[config.mk]
export PLATFORM = sky130hd
export DESIGN_NAME = smp_sfr_ctrl
export DESIGN_NICKNAME = d
export VERILOG_FILES = /design/src/smp_pkg.sv /design/src/smp_sfr_ctrl.sv
export SDC_FILE = /design/constraint.sdc
export NUM_CORES = 1
export LEC_CHECK = 0
export BUFFER_PORTS_ARGS = -buffer_cell sky130_fd_sc_hd__buf_2
export CAP_MARGIN = 0
export CORE_UTILIZATION = 40
export DETAILED_ROUTE_END_ITERATION = 6
export GPL_TIMING_DRIVEN = 0
export PLACE_DENSITY = 0.66
export SYNTH_ARGS = -nofsm -noshare
export SYNTH_HDL_FRONTEND = slang
export SYNTH_SLANG_ARGS = --single-unit
[constraint.sdc]
create_clock -name clk_sys -period 2.25 [get_ports clk_sys]
set_clock_uncertainty 0.05 [all_clocks]
set_input_delay 0.1125 -clock clk_sys [delete_from_list [all_inputs] [get_ports clk_sys]]
set_output_delay 0.1125 -clock clk_sys [all_outputs]
set_load 0.01 [all_outputs]
[src/smp_pkg.sv]
package smp_pkg;

	// register byte offsets on the AXI4-Lite slave
	localparam logic [4:0] MAP_CTRL_OFS   = 5'h00;
	localparam logic [4:0] PAGE_CTRL_OFS  = 5'h04;
	localparam logic [4:0] KEY_OFS        = 5'h08;
	localparam logic [4:0] PROT_BITS_OFS  = 5'h0C;
	localparam logic [4:0] PROT_STAT_OFS  = 5'h10;
	localparam int         OFS_W          = 5;

	// map control fields
	localparam int         MAP_SEL_POS    = 0;
	localparam int         MAP_KEEP_POS   = 2;
	localparam logic       MAP_SEL_RST    = 1'b0;
	localparam logic       MAP_KEEP_RST   = 1'b1;

	// page control fields
	localparam int         PAGE_LSB       = 0;
	localparam int         PAGE_W         = 3;
	localparam int         STORE_LSB      = 4;
	localparam int         STORE_W        = 2;
	localparam int         OPER_LSB       = 6;
	localparam int         OPER_W         = 2;
	localparam int         SLOT_CNT       = 4;
	localparam logic [2:0] PAGE_RST       = 3'h0;
	localparam logic [1:0] OPER_SAVE      = 2'h2;
	localparam logic [1:0] OPER_RESTORE   = 2'h3;

	// protection key register fields
	localparam int         MODE_LSB       = 0;
	localparam int         MODE_W         = 2;
	localparam int         LOCKED_POS     = 2;
	localparam int         PASS_LSB       = 3;
	localparam int         PASS_W         = 5;
	localparam logic [1:0] MODE_RST       = 2'h3;
	localparam logic [1:0] MODE_OFF       = 2'h0;
	localparam logic [1:0] MODE_ON        = 2'h3;
	localparam logic [4:0] PASS_MODE_EN   = 5'h18;
	localparam logic [4:0] PASS_OPEN      = 5'h13;
	localparam logic [4:0] PASS_CLOSE     = 5'h15;

	// protected bits register fields
	localparam int         MULT_LSB       = 0;
	localparam int         WDOG_POS       = 4;
	localparam int         PDOWN_POS      = 5;
	localparam int         SLOW_POS       = 6;
	localparam logic [3:0] MULT_RST       = 4'h0;

	// open window, counted in core clock cycles
	localparam int         OPEN_WIN_CORE_CLOCK  = 32;
	localparam int         WIN_CNT_W      = $clog2(OPEN_WIN_CORE_CLOCK + 1);

	localparam logic [1:0] RESP_OKAY      = 2'h0;
	localparam logic [1:0] RESP_SLVERR    = 2'h2;

endpackage : smp_pkg

[src/smp_sfr_ctrl.sv]
// Functional notes
// - map select bit picks standard or mapped area
// - map select holds until software changes it
// - map control bit 2 reads last written value
// - map control bits 1, 7:3 read zero
// - page field selects paged module decode page
// - page write sets page; read returns active
// - storage select picks slot; write-only field
// - operation 0X loads page directly
// - operation 10 saves old page, loads new
// - operation 11 restores page from slot
// - protected bits refuse writes while locked
// - open key opens access when scheme field is 11
// - close key closes access at once when scheme field is 11
// - open access closes after 32 cycles
// - open key again restarts the count
// - protected: multiplier, watchdog, power, slow-down
// - scheme field changes only with mode key
// - key register bit 2 shows lock state
//
// Implementation choices: the placing of the registers and register access over AXI4-Lite.
`timescale 1ns/10ps
module smp_sfr_ctrl #(
	parameter int ADDR_W = 8,
	parameter int MULT_W = 4
) (
	input  wire logic                       clk_sys,
	input  wire logic                       arst_n,
	input  wire logic [ADDR_W-1:0]          s_axi_awaddr,
	input  wire logic                       s_axi_awvalid,
	output logic                            s_axi_awready,
	input  wire logic [31:0]                s_axi_wdata,
	input  wire logic [3:0]                 s_axi_wstrb,
	input  wire logic                       s_axi_wvalid,
	output logic                            s_axi_wready,
	output logic [1:0]                      s_axi_bresp,
	output logic                            s_axi_bvalid,
	input  wire logic                       s_axi_bready,
	input  wire logic [ADDR_W-1:0]          s_axi_araddr,
	input  wire logic                       s_axi_arvalid,
	output logic                            s_axi_arready,
	output logic [31:0]                     s_axi_rdata,
	output logic [1:0]                      s_axi_rresp,
	output logic                            s_axi_rvalid,
	input  wire logic                       s_axi_rready,
	output logic                            mapSelect,
	output logic [smp_pkg::PAGE_W-1:0]      pageSelect,
	output logic [MULT_W-1:0]               clockMultiplierFactor,
	output logic                            watchdogEnableBit,
	output logic                            powerDownBit,
	output logic                            slowDownBit,
	output logic                            protectLocked
);
	import smp_pkg::*;

	// the decode needs every offset bit; the multiplier field has 4 bits
	if (ADDR_W < OFS_W || MULT_W < 1 || MULT_W > 4) begin : gBadParam
		$error("smp_sfr_ctrl: unsupported ADDR_W or MULT_W");
	end

	localparam logic [WIN_CNT_W-1:0] WIN_LOAD = WIN_CNT_W'(OPEN_WIN_CORE_CLOCK);

	// valid register offset: aligned word, upper address bits zero
	function automatic logic addrHit(input logic [ADDR_W-1:0] a,
			input logic [4:0] ofs);
		addrHit = (a == ADDR_W'(ofs));
	endfunction : addrHit

	function automatic logic addrMapped(input logic [ADDR_W-1:0] a);
		addrMapped = addrHit(a, MAP_CTRL_OFS) || addrHit(a, PAGE_CTRL_OFS)
			|| addrHit(a, KEY_OFS) || addrHit(a, PROT_BITS_OFS)
			|| addrHit(a, PROT_STAT_OFS);
	endfunction : addrMapped

	// ---------------- AXI4-Lite write path ----------------
	logic [ADDR_W-1:0]          awAddr_q;
	logic                       awHeld_q;
	logic [7:0]                 wByte_q;
	logic                       wLane0_q;
	logic                       wHeld_q;
	logic                       bValid_q;
	logic [1:0]                 bResp_q;
	logic                       doWrite;
	logic                       wrEn;
	logic                       wrHit;

	assign s_axi_awready = !awHeld_q;
	assign s_axi_wready  = !wHeld_q;
	assign s_axi_bvalid  = bValid_q;
	assign s_axi_bresp   = bResp_q;
	// address and data may arrive in either order; commit once both held
	assign doWrite = awHeld_q && wHeld_q && !bValid_q;
	// only byte lane 0 carries register bits; other lanes are ignored
	assign wrEn    = doWrite && wLane0_q;
	// unmapped offsets answer SLVERR and change no register
	assign wrHit   = addrMapped(awAddr_q);

	// one write in flight: awready stays low until the commit
	always_ff @(posedge clk_sys or negedge arst_n) begin
		if (!arst_n) begin
			awHeld_q <= 1'b0;
			awAddr_q <= '0;
		end else if (s_axi_awvalid && !awHeld_q) begin
			awHeld_q <= 1'b1;
			awAddr_q <= s_axi_awaddr;
		end else if (doWrite) begin
			awHeld_q <= 1'b0;
		end
	end

	always_ff @(posedge clk_sys or negedge arst_n) begin
		if (!arst_n) begin
			wHeld_q  <= 1'b0;
			wByte_q  <= 8'h00;
			wLane0_q <= 1'b0;
		end else if (s_axi_wvalid && !wHeld_q) begin
			wHeld_q  <= 1'b1;
			wByte_q  <= s_axi_wdata[7:0];
			wLane0_q <= s_axi_wstrb[0];
		end else if (doWrite) begin
			wHeld_q  <= 1'b0;
		end
	end

	always_ff @(posedge clk_sys or negedge arst_n) begin
		if (!arst_n) begin
			bValid_q <= 1'b0;
			bResp_q  <= RESP_OKAY;
		end else if (doWrite) begin
			bValid_q <= 1'b1;
			bResp_q  <= wrHit ? RESP_OKAY : RESP_SLVERR;
		end else if (s_axi_bready) begin
			bValid_q <= 1'b0;
		end
	end

	logic wrMap;
	logic wrPage;
	logic wrKey;
	logic wrProt;

	assign wrMap  = wrEn && addrHit(awAddr_q, MAP_CTRL_OFS);
	assign wrPage = wrEn && addrHit(awAddr_q, PAGE_CTRL_OFS);
	assign wrKey  = wrEn && addrHit(awAddr_q, KEY_OFS);
	assign wrProt = wrEn && addrHit(awAddr_q, PROT_BITS_OFS);

	// ---------------- map control ----------------
	logic mapSel_q;
	logic mapKeep_q;

	always_ff @(posedge clk_sys or negedge arst_n) begin
		if (!arst_n) begin
			mapSel_q  <= MAP_SEL_RST;
			mapKeep_q <= MAP_KEEP_RST;
		end else if (wrMap) begin
			mapSel_q  <= wByte_q[MAP_SEL_POS];
			mapKeep_q <= wByte_q[MAP_KEEP_POS];
		end
	end

	assign mapSelect = mapSel_q;

	// ---------------- page control ----------------
	logic [PAGE_W-1:0] page_q;
	logic [PAGE_W-1:0] page_d;
	logic [PAGE_W-1:0] slot_q [SLOT_CNT];
	logic [OPER_W-1:0] wrOper;
	logic [STORE_W-1:0] wrSlot;
	logic [PAGE_W-1:0] wrPageVal;
	logic              saveOp;

	assign wrOper    = wByte_q[OPER_LSB +: OPER_W];
	assign wrSlot    = wByte_q[STORE_LSB +: STORE_W];
	assign wrPageVal = wByte_q[PAGE_LSB +: PAGE_W];
	assign saveOp    = wrPage && (wrOper == OPER_SAVE);

	always_comb begin
		page_d = page_q;
		if (wrPage) begin
			if (wrOper == OPER_RESTORE) begin
				page_d = slot_q[wrSlot];
			end else begin
				page_d = wrPageVal;
			end
		end
	end

	always_ff @(posedge clk_sys or negedge arst_n) begin
		if (!arst_n) begin
			page_q <= PAGE_RST;
		end else begin
			page_q <= page_d;
		end
	end

	always_ff @(posedge clk_sys or negedge arst_n) begin
		if (!arst_n) begin
			for (int i = 0; i < SLOT_CNT; i++) begin
				slot_q[i] <= '0;
			end
		end else if (saveOp) begin
			// page_q is still the page from before this write
			// slot by select
			slot_q[wrSlot] <= page_q;
		end
	end

	assign pageSelect = page_q;

	// ---------------- protection scheme ----------------
	logic [MODE_W-1:0]    mode_q;
	logic [WIN_CNT_W-1:0] winCnt_q;
	logic [PASS_W-1:0]    wrPass;
	logic                 schemeOn;
	logic                 accessOpen;
	logic                 keyMode;
	logic                 keyOpen;
	logic                 keyClose;

	assign wrPass     = wByte_q[PASS_LSB +: PASS_W];
	// any value other than 00 keeps the scheme active
	assign schemeOn   = (mode_q != MODE_OFF);
	assign accessOpen = (winCnt_q != '0);
	assign protectLocked = schemeOn && !accessOpen;

	// the mode key works in every mode; open and close only in mode 11
	assign keyMode  = wrKey && (wrPass == PASS_MODE_EN);
	assign keyOpen  = wrKey && (mode_q == MODE_ON) && (wrPass == PASS_OPEN);
	assign keyClose = wrKey && (mode_q == MODE_ON) && (wrPass == PASS_CLOSE);

	always_ff @(posedge clk_sys or negedge arst_n) begin
		if (!arst_n) begin
			mode_q <= MODE_RST;
		end else if (keyMode) begin
			mode_q <= wByte_q[MODE_LSB +: MODE_W];
		end
	end

	// open and close keys act only while the scheme field is exactly 11
	always_ff @(posedge clk_sys or negedge arst_n) begin
		if (!arst_n) begin
			winCnt_q <= '0;
		end else if (keyOpen) begin
			winCnt_q <= WIN_LOAD;
		end else if (keyClose) begin
			winCnt_q <= '0;
		end else if (accessOpen) begin
			winCnt_q <= winCnt_q - WIN_CNT_W'(1);
		end
	end

	// ---------------- protected bits ----------------
	logic [MULT_W-1:0] mult_q;
	logic              wdog_q;
	logic              pdown_q;
	logic              slow_q;

	// a dropped write still answers OKAY; software checks the lock bit
	// locked writes dropped
	always_ff @(posedge clk_sys or negedge arst_n) begin
		if (!arst_n) begin
			mult_q  <= MULT_W'(MULT_RST);
			wdog_q  <= 1'b0;
			pdown_q <= 1'b0;
			slow_q  <= 1'b0;
		end else if (wrProt && !protectLocked) begin
			mult_q  <= wByte_q[MULT_LSB +: MULT_W];
			wdog_q  <= wByte_q[WDOG_POS];
			pdown_q <= wByte_q[PDOWN_POS];
			slow_q  <= wByte_q[SLOW_POS];
		end
	end

	assign clockMultiplierFactor = mult_q;
	assign watchdogEnableBit     = wdog_q;
	assign powerDownBit          = pdown_q;
	assign slowDownBit           = slow_q;

	// ---------------- AXI4-Lite read path ----------------
	logic        rValid_q;
	logic [31:0] rData_q;
	logic [1:0]  rResp_q;
	logic [7:0]  rdByte;
	logic        rdHit;

	assign s_axi_arready = !rValid_q;
	assign s_axi_rvalid  = rValid_q;
	assign s_axi_rdata   = rData_q;
	assign s_axi_rresp   = rResp_q;
	assign rdHit         = addrMapped(s_axi_araddr);

	always_comb begin
		rdByte = 8'h00;
		if (addrHit(s_axi_araddr, MAP_CTRL_OFS)) begin
			rdByte[MAP_SEL_POS]  = mapSel_q;
			rdByte[MAP_KEEP_POS] = mapKeep_q;
		end else if (addrHit(s_axi_araddr, PAGE_CTRL_OFS)) begin
			// bit 3 zero; select and operation write-only
			rdByte[PAGE_LSB +: PAGE_W] = page_q;
		end else if (addrHit(s_axi_araddr, KEY_OFS)) begin
			rdByte[MODE_LSB +: MODE_W] = mode_q;
			rdByte[LOCKED_POS]         = protectLocked;
		end else if (addrHit(s_axi_araddr, PROT_BITS_OFS)) begin
			rdByte[MULT_LSB +: MULT_W] = mult_q;
			rdByte[WDOG_POS]           = wdog_q;
			rdByte[PDOWN_POS]          = pdown_q;
			rdByte[SLOW_POS]           = slow_q;
		end else if (addrHit(s_axi_araddr, PROT_STAT_OFS)) begin
			// remaining open cycles, for software polling the window
			rdByte = 8'(winCnt_q);
		end
	end

	// image taken at accept; a write committing on that edge is not seen
	always_ff @(posedge clk_sys or negedge arst_n) begin
		if (!arst_n) begin
			rValid_q <= 1'b0;
			rData_q  <= 32'h0000_0000;
			rResp_q  <= RESP_OKAY;
		end else if (s_axi_arvalid && !rValid_q) begin
			rValid_q <= 1'b1;
			rData_q  <= {24'h00_0000, rdByte};
			rResp_q  <= rdHit ? RESP_OKAY : RESP_SLVERR;
		end else if (s_axi_rready) begin
			rValid_q <= 1'b0;
		end
	end

endmodule : smp_sfr_ctrl

# [Yosys cells after proc, flatten, opt, wreduce, memory -nomap -nowiden]
# Index checks and enable logic that the tools add are counted.
[op_classes] add_sub_neg=1 order_cmp=2 n_eq_ne=14 mux=29 n_bitwise=1 n_reduce_logical=41
[op_table] cell="8-bit by 4-bit equality test with 1-bit output, second input constant" n=4
[op_table] cell="6-bit two-way mux" n=4
[op_table] cell="1-bit logical AND" n=18
[op_table] cell="3-bit two-way mux" n=6
[op_table] cell="8-bit by 3-bit equality test with 1-bit output, second input constant" n=2
[op_table] cell="8-bit by 5-bit equality test with 1-bit output, second input constant" n=2
[op_table] cell="8-bit zero test" n=2
[op_table] cell="5-bit equality test, second input constant" n=3
[op_table] cell="12-bit bitwise mux" n=1
[op_table] cell="1-bit two-way mux" n=10
[op_table] cell="2-bit nonzero test" n=5
[op_table] cell="1-bit logical OR" n=8
[op_table] cell="4-bit two-way mux" n=2
[op_table] cell="7-bit two-way mux" n=1
[op_table] cell="3-bit binary-select mux with 2-bit select" n=1
[op_table] cell="3-bit demux with 2-bit select" n=1
[op_table] cell="2-bit equality test, second input constant" n=3
[op_table] cell="1-bit zero test" n=6
[op_table] cell="6-bit nonzero test" n=1
[op_table] cell="6-bit by 1-bit subtractor with 6-bit output, second input constant" n=1
[op_table] cell="5-bit two-way mux" n=1
[op_table] cell="2-bit two-way mux" n=2
[op_table] cell="3-bit greater-or-equal comparator, second input constant" n=1
[op_table] cell="3-bit by 1-bit < comparator with 1-bit output, second input constant" n=1
[op_table] cell="other kinds (2)" n=2
[totals] ff_bits=65 in_bits=59

# [Logic depth before layout (Yosys ltp)]
# Gate-level depths: netlist of run 1.
[logic_depth] depth_word=8 mapped_depth=6 mapped_depth_nobuf=6

# [Worst setup path after synthesis of run 1]
# No wires, ideal clock.
[synth_timing] path_kind="reg2reg" from="register awAddr_q[0]" to="register slot_q[0] (netlist name)" setup_time_ns=0.125 arrival_time_ns=1.747 setup_slack_ns=0.328 path_stages_with_launch=5 n_path_buf=0 period_less_slack_ns=1.922 path_cell_list="dfrtp_1 nor4_4 nand4b_4 nor3_1 mux2_2"
[synth_via] elab_chain_cells=3
[synth_rtl] element="from (decl)" line="smp_sfr_ctrl.sv:76" rtl="logic [ADDR_W-1:0] awAddr_q;"
[synth_rtl] element="from (signal assigned)" line="smp_sfr_ctrl.sv:105" rtl="awAddr_q <= s_axi_awaddr;"
[synth_rtl] element="8-bit by 3-bit equality test with 1-bit output" line="smp_sfr_ctrl.sv:66" rtl="addrHit = (a == ADDR_W'(ofs));"
[synth_rtl] element="1-bit logical AND" line="smp_sfr_ctrl.sv:143" rtl="assign wrPage = wrEn && addrHit(awAddr_q, PAGE_CTRL_OFS);"
[synth_rtl] element="1-bit logical AND" line="smp_sfr_ctrl.sv:175" rtl="assign saveOp = wrPage && (wrOper == OPER_SAVE);"
[synth_rtl] element="to (signal, indexed assignment)" line="smp_sfr_ctrl.sv:204" rtl="slot_q[wrSlot] <= page_q;"
[synth_rtl] element="to (decl)" line="smp_sfr_ctrl.sv:166" rtl="logic [PAGE_W-1:0] slot_q [SLOT_CNT];"
# No other way between the ends.
# A chain may end at the register's enable or synchronous reset.

# [Final worst setup path of run 1]
[layout_timing] from="register awAddr_q[0]" to="register pdown_q, in the netlist powerDownBit"
[layout_via] elab_chain_cells=3
[layout_rtl] element="8-bit by 4-bit equality test with 1-bit output" line="smp_sfr_ctrl.sv:66"
[layout_rtl] element="1-bit logical AND" line="smp_sfr_ctrl.sv:145" rtl="assign wrProt = wrEn && addrHit(awAddr_q, PROT_BITS_OFS);"
[layout_rtl] element="1-bit logical AND" line="smp_sfr_ctrl.sv:266" rtl="end else if (wrProt && !protectLocked) begin"
[layout_rtl] element="to (signal assigned)" line="smp_sfr_ctrl.sv:269" rtl="pdown_q <= wByte_q[PDOWN_POS];"
[layout_rtl] element="to (decl)" line="smp_sfr_ctrl.sv:255" rtl="logic pdown_q;"
# No other way between the ends.

==> results of run 1 <==
==> worst register-to-register path, cell delays in order, from the launching register on <==
cell	delay (ns)
dfrtp_1	0.41
nor4_4	0.49
nand3b_4	0.18
nor4b_4	0.51
mux2_2	0.40
==> synthesized netlist by cell type, types with 4 or more instances <==
| master | n | area [sq um] |
|---|---|---|
| o21ai_0 | 7 | 35.0 |
| nand2b_1 | 5 | 31.3 |
| a21oi_1 | 4 | 20.0 |
| buf_4 | 27 | 203 |
| nor2b_1 | 7 | 43.8 |
| dfrtp_1 | 59 | 1480 |
| inv_1 | 9 | 33.8 |
| nor3_1 | 10 | 50.1 |
| clkbuf_1 | 6 | 22.5 |
| nand2_1 | 10 | 37.5 |
| mux2_2 | 43 | 484 |
| nor2_1 | 12 | 45.0 |
| mux4_2 | 4 | 90.1 |
==> report_power, final <==
group          leakage (nW)  switching, mW  internal (mW)
registers             0.800          0.278           1.35
logic                  1.14          0.453          0.477
clock network         0.108          0.439          0.649
==> routing by layer <==
metal,part of all wire [%],GRT usage [%],up-vias
li1,-,-,1111
met1,45,21.9,1115
met2,48,28.0,74
met3,6.0,5.28,8
met4,1.0,4.89,0
met5,0,0,-
==> cells by family (layout without fill, tap and decap cells) <==
| logic type | Yosys count | in the layout | synth area share (%) |
|---|---|---|---|
| other | 1 | 27 | 0.118 |
| xor gates and xnor gates | 3 | 3 | 0.830 |
| muxes | 48 | 48 | 18.5 |
| adders and majority gates | 2 | 2 | 0.790 |
| DFF | 62 | 62 | 49.1 |
| and+or+nand+nor | 71 | 71 | 15.7 |
| buffers and inverters | 44 | 137 | 8.50 |
| AOI/OAI and AO/OA | 28 | 28 | 6.52 |
==> sequential cells by signal, summed over array words and instances, names as in the netlist, 2 cells and up <==
signal and count:
awAddr_q 8, clockMultiplierFactor 4, mode_q 2, pageSelect 3, s_axi_rdata 7, slot_q 12
wByte_q 8, winCnt_q 6
==> worst min path at each step <==
stage	from	end	slack, ns	cells after the start
floorplan	arst_n	awAddr_q[0]	-0.23	0
global route	s_axi_araddr[4]	s_axi_rdata[0]	0.03	2
global placement	s_axi_rready	s_axi_rvalid	0.25	2
detailed placement	s_axi_rready	s_axi_rvalid	0.25	2
CTS	s_axi_araddr[4]	s_axi_rdata[0]	0.01	2
finish	s_axi_araddr[4]	s_axi_rdata[0]	0.02	2
==> final cells by class <==
| class | count | area (sq um) |
|---|---|---|
| plain buffers | 35 | 235 |
| clock buffers | 10 | 138 |
| clock inverters | 6 | 85.1 |
| fillers | 695 | 3550 |
| inverters | 9 | 33.8 |
| multi-input cells | 179 | 1470 |
| flip-flops and latches | 62 | 1560 |
| well taps | 102 | 128 |
| repair buffers | 77 | 498 |
==> layout by cell type, fill, tap and decap left out, types with 3 or more instances in the layout <==
cell type,n
buf_4,28
nand4b_1,3
o21ai_0,7
nand2_1,10
conb_1,27
nor3_1,7
a2bb2oi_1,3
buf_2,56
nand2b_1,5
nor2b_1,7
clkbuf_8,10
nor3_2,4
mux4_2,4
dlygate4sd3_1,22
or4_1,3
nor2_1,12
inv_1,9
dfstp_2,3
clkbuf_1,6
dfrtp_1,59
a21oi_1,4
nand3_1,3
mux2_2,43
==> timing repair <==
action | in CTS | in global routing
resized for setup | 1 | 3
gates cloned | 0 | 0
hold endpoints to repair | 21 | 59
hold buffers | 21 | 1
setup endpoints to repair | 3 | 6
==> through the flow <==
stage / cells / cell area [sq um]
finish: 480 / 4140
global route: 480 / 4140
CTS: 479 / 4100
detailed placement: 442 / 3670
global placement: 442 / 3670
floorplan: 285 / 3260
==> flow_summary.toml, run 1 <==
[run_status]
status = "completed"

[die]
core_sq_um = 7690
die_area_sq_um = 8270
initial_utilization_pct = 41.2
die-width_microns = 91.0
rows = 32
io_pins = 112
die_h_microns = 91.0

[worst_hold_path]
min_path_type = "in -> reg"

[clocking]
clk_latency_ns = 0.34
clock-sinks = 62
tritoncts = "yes"
root_buffer = "clkbuf_8"
clk_pin_slew_ns = 0.07
h-tree-depth = 3
post_cts_buffers = 0
numCtsBuffers = 9
clockBufferDepth = 2

[logic_synthesis]
syn_inst = 259
synth_flop_cell = "dfrtp_1"
avgSynthCellArea_sq_um = 12.2
ys.warnings.count = 0
synth_seq_cells = 62
synth_edf_count = 0
synthesis.area_sq_um = 3170
async_flop_share_pct = 100
ys_seq_area_share_pct = 49.1
synth.distinct_cells = 49

[global_routing]
grt_overflow = 0
grt_pass1_wl_microns = 11100
grt_pass1_vias = 2325
antenna_found_initial = 0
grt_max_degree = 63
track_usage_pct = 17.1

[sta]
period_needed_ns = 2.15
setup_tns_ns = 0
timing.final.ws_setup_ns = 0.0975
slew_headroom_pct = 48.7
setup_violations = 0
report.final.slew_viol_count = 0
min_period_over_period_pct = 95.7
fin_hold_ws_ns = 0.0223
fmax_mhz = 465
hold_viol = 0
worst_pin_slew_ns = 0.769

[setup_path]
crit_family = "simple AND/OR/NAND/NOR gates"
critPathCapture = "powerDownBit"
r2r_start = "awAddr_q[0]"
r2r_setup_slack_ns = 0.1
critical_path_cell_count = 4
worstPathMaxFanout = 7
cp_slowest_cell = "nor4b_4"
reg2reg_depth = 4
startpoint = "awAddr_q[0]"
startpoint_type = "flop"
required_ns = 2.42
crit_path_end_kind = "flop"
path_class = "reg -> reg"
crit_chain = "nor4_4 > nand3b_4 > nor4b_4 > mux2_2"
arrival_ns = 2.33
path_buf_inv = 0
rr_endpoint = "powerDownBit"
slowest_delay_ns = 0.51

[layout]
diodes = 0
synthToLayoutAreaGrowth_pct = 30.8
final_util_pct = 53.8
drive_gt1_share_pct = 43.7
final_nets = 434

[drt]
drc_errors = 0
drt_iter0_markers = 77
dr_total_vias = 2308
routedWlPerCell_microns = 13.6
dr.pass1.iters = 5
drt-total-wl_microns = 6500
vias_per_cell = 4.81
ant_nets = 0

[power]
power_mw = 3.65
p_per_area_nw_per_um2 = 881
p_leak_nw = 2.05
vdd_drop_max_uv = 635

[placed_design]
hpwl_microns = 4630
port-buffer-count = 55
gp_congestion = 0.768
pre_cts_slack_ns = -0.0311

[job]
cap_violations = 0
Note: power is estimated with default switching activity, not from simulation.
==> run 2: changes to the inputs <==
--- a/config.mk
+++ b/config.mk
@@ -5,12 +5,14 @@
 export SDC_FILE = /design/constraint.sdc
 export NUM_CORES = 1
 export LEC_CHECK = 0
+export ABC_AREA = 1
 export BUFFER_PORTS_ARGS = -buffer_cell sky130_fd_sc_hd__buf_2
 export CAP_MARGIN = 0
 export CORE_UTILIZATION = 40
 export DETAILED_ROUTE_END_ITERATION = 6
 export GPL_TIMING_DRIVEN = 0
 export PLACE_DENSITY = 0.66
+export SLEW_MARGIN = 20
 export SYNTH_ARGS = -nofsm -noshare
 export SYNTH_HDL_FRONTEND = slang
 export SYNTH_SLANG_ARGS = --single-unit
==> run 2 against run 1 <==
- synthesized cell count grew 50%
- first-iteration DRC count grew 53%
- cell count grew 27%
- core utilization grew 0.29 points
- highest routed layer unchanged
==> flow_summary.toml, run 2 <==
[run_status]
status = "completed"

[setup_path]
worstPathMaxFanout = 4
path_class = "reg -> out"
startpoint_type = "flop"
arrival_ns = 1.55
crit_path_end_kind = "output port"
required_ns = 2.09

[clocking]
numCtsBuffers = 9
root_buffer = "clkbuf_8"
h-tree-depth = 3
clk_latency_ns = 0.35
clockBufferDepth = 2
tritoncts = "yes"
clk_pin_slew_ns = 0.07
cts_hold_buf = 20
clock-sinks = 62
cts_resized = 0
post_cts_buffers = 0

[sta]
worst_pin_slew_ns = 0.774
rsz0062_at_grt = "false"
report.final.slew_viol_count = 0
hold_viol = 0
setup_violations = 0
period_needed_ns = 1.71
setup_tns_ns = 0
slew_headroom_pct = 48.4
fmax_mhz = 586
min_period_over_period_pct = 75.9

[placed_design]
port-buffer-count = 57
gp_congestion = 0.793
hpwl_microns = 5200

[logic_synthesis]
yosys.area.top_type_share_pct = 46.4
avgSynthCellArea_sq_um = 8.17
synthesis.area_sq_um = 3180
synth.distinct_cells = 30
syn_inst = 389
synth_flop_cell = "dfrtp_1"
synthTopCellsByCount = "nand2_1 (98), dfrtp_1 (59), nor2_1 (47)"
ys.warnings.count = 0
synthTopCellsByArea = "dfrtp_1 (46%), nand2_1 (12%), buf_4 (6.4%)"
synth.most_common_cell = "nand2_1"
yosysTopAreaCell = "dfrtp_1"
synth_seq_cells = 62
async_flop_share_pct = 100
ys_seq_area_share_pct = 48.9
synth_edf_count = 0

[die]
die_h_microns = 91.2
io_pins = 112
die_area_sq_um = 8310
rows = 32
core_sq_um = 7690
initial_utilization_pct = 41.4
die-width_microns = 91.2

[drt]
routedWlPerCell_microns = 11.4
drt-total-wl_microns = 6970
dr.pass1.iters = 4
ant_nets = 0
vias_per_cell = 4.56
dr_total_vias = 2781
drc_errors = 0
drt_iter0_markers = 118

[global_routing]
track_usage_pct = 18.4
grt_pass1_wl_microns = 12100
grt_overflow = 0
grt_pass1_vias = 2667
antenna_found_initial = 0
grt_max_degree = 63

[power]
vdd_drop_max_uv = 644
p_leak_nw = 2.19
p_per_area_nw_per_um2 = 979

[layout]
diodes = 0
largest_reg_flops = 12
synthToLayoutAreaGrowth_pct = 30.9
top_register = "slot_q"
nFillCells = 757
final_nets = 564
mostFrequentLayoutCells = "nand2_1 (98), dfrtp_1 (59), buf_2 (58)"
final_common_cell = "nand2_1"
drive_gt1_share_pct = 25.2
reg_top3 = "slot_q x12, awAddr_q x8, wByte_q x8"
final_util_pct = 54.1

[worst_hold_path]
min_path_type = "in -> reg"

[job]
cap_violations = 0
==> run 2: cell count changes in the layout (fill, tap and decap cells not counted), sizes merged, moves of 7 or more <==
cell | before | now
inv | 9 | 44
nor2b | 7 | 0
nand2 | 10 | 100
a21oi | 4 | 12
nand4 | 2 | 11
nor2 | 12 | 51
o21ai | 7 | 35
mux2 | 43 | 6
nand3 | 3 | 23
==> run 2: cell type report <==
| cell class | instances | area [sq um] | area share, % |
|---|---|---|---|
| plain buffers | 31 | 228 | 5.47 |
| clock inverters | 7 | 145 | 3.49 |
| inverters | 43 | 161 | 3.88 |
| well taps | 102 | 128 | 3.07 |
| multi-input cells | 279 | 1330 | 32.0 |
| repair buffers | 77 | 488 | 11.7 |
| clock buffers | 9 | 124 | 2.98 |
| flip-flops and latches | 62 | 1560 | 37.4 |
==> run 2: final timing paths <==
check	from	endpoint	slack (ns)	depth (start not counted)
worst min register to register	s_axi_rdata[3]	s_axi_rdata[3]	0.43	2
worst max register to register	s_axi_bvalid	winCnt_q[4]	0.65	8
min in group asynchronous	arst_n	slot_q[5]	0.33	2
max in group asynchronous	arst_n	wByte_q[3]	1.30	2
worst min-delay path	s_axi_awvalid	awAddr_q[0]	0.08	3
worst max-delay path	winCnt_q[0]	protectLocked	0.54	5
==> run 2: cell families (layout without fill, tap and decap cells) <==
group,after synthesis,after routing,synth area share [%]
buffers and inverters,74,167,12.2
and+or+nand+nor,190,190,26.0
muxes,7,7,2.44
DFF,62,62,48.9
AOI/OAI and AO/OA,50,50,8.66
xor gates and xnor gates,3,3,0.827
other,1,27,0.118
adders and majority gates,2,2,0.787
==> run 2: power by group <==
group / total (mW) / leakage (nW) / switching, mW / internal, mW
registers: 1.55 / 0.793 / 0.181 / 1.37
logic: 1.21 / 1.27 / 0.753 / 0.454
clock network: 1.32 / 0.130 / 0.464 / 0.853
total: 4.08 / 2.19 / 1.40 / 2.68
==> run 2: metal layers <==
layer	vias up	track usage [%]	wire, microns
li1	1417	-	-
met1	1258	22.7	3250
met2	98	30.8	3220
met3	8	5.78	434
met4	0	5.95	71
met5	-	0	0
==> run 2: metrics by stage <==
step / total power [mW] / setup WS (ns) / instances / hold WS [ns] / instance area [sq um]
detailed placement: 2.75 / 0.648 / 574 / 0.195 / 3690
global route: 4.36 / 0.427 / 610 / 0.0760 / 4160
finish: 4.08 / 0.542 / 610 / 0.0807 / 4160
floorplan: 2.40 / 0.851 / 415 / -0.233 / 3280
CTS: 4.09 / 0.526 / 610 / 0.0546 / 4160
global placement: 2.71 / 0.685 / 574 / 0.249 / 3690
==> run 2: critical path: stages (launching register included) <==
cell     delay (ns)
dfrtp_1        0.40
inv_1          0.15
ha_1           0.20
nand4_1        0.22
inv_1          0.10
buf_2          0.13
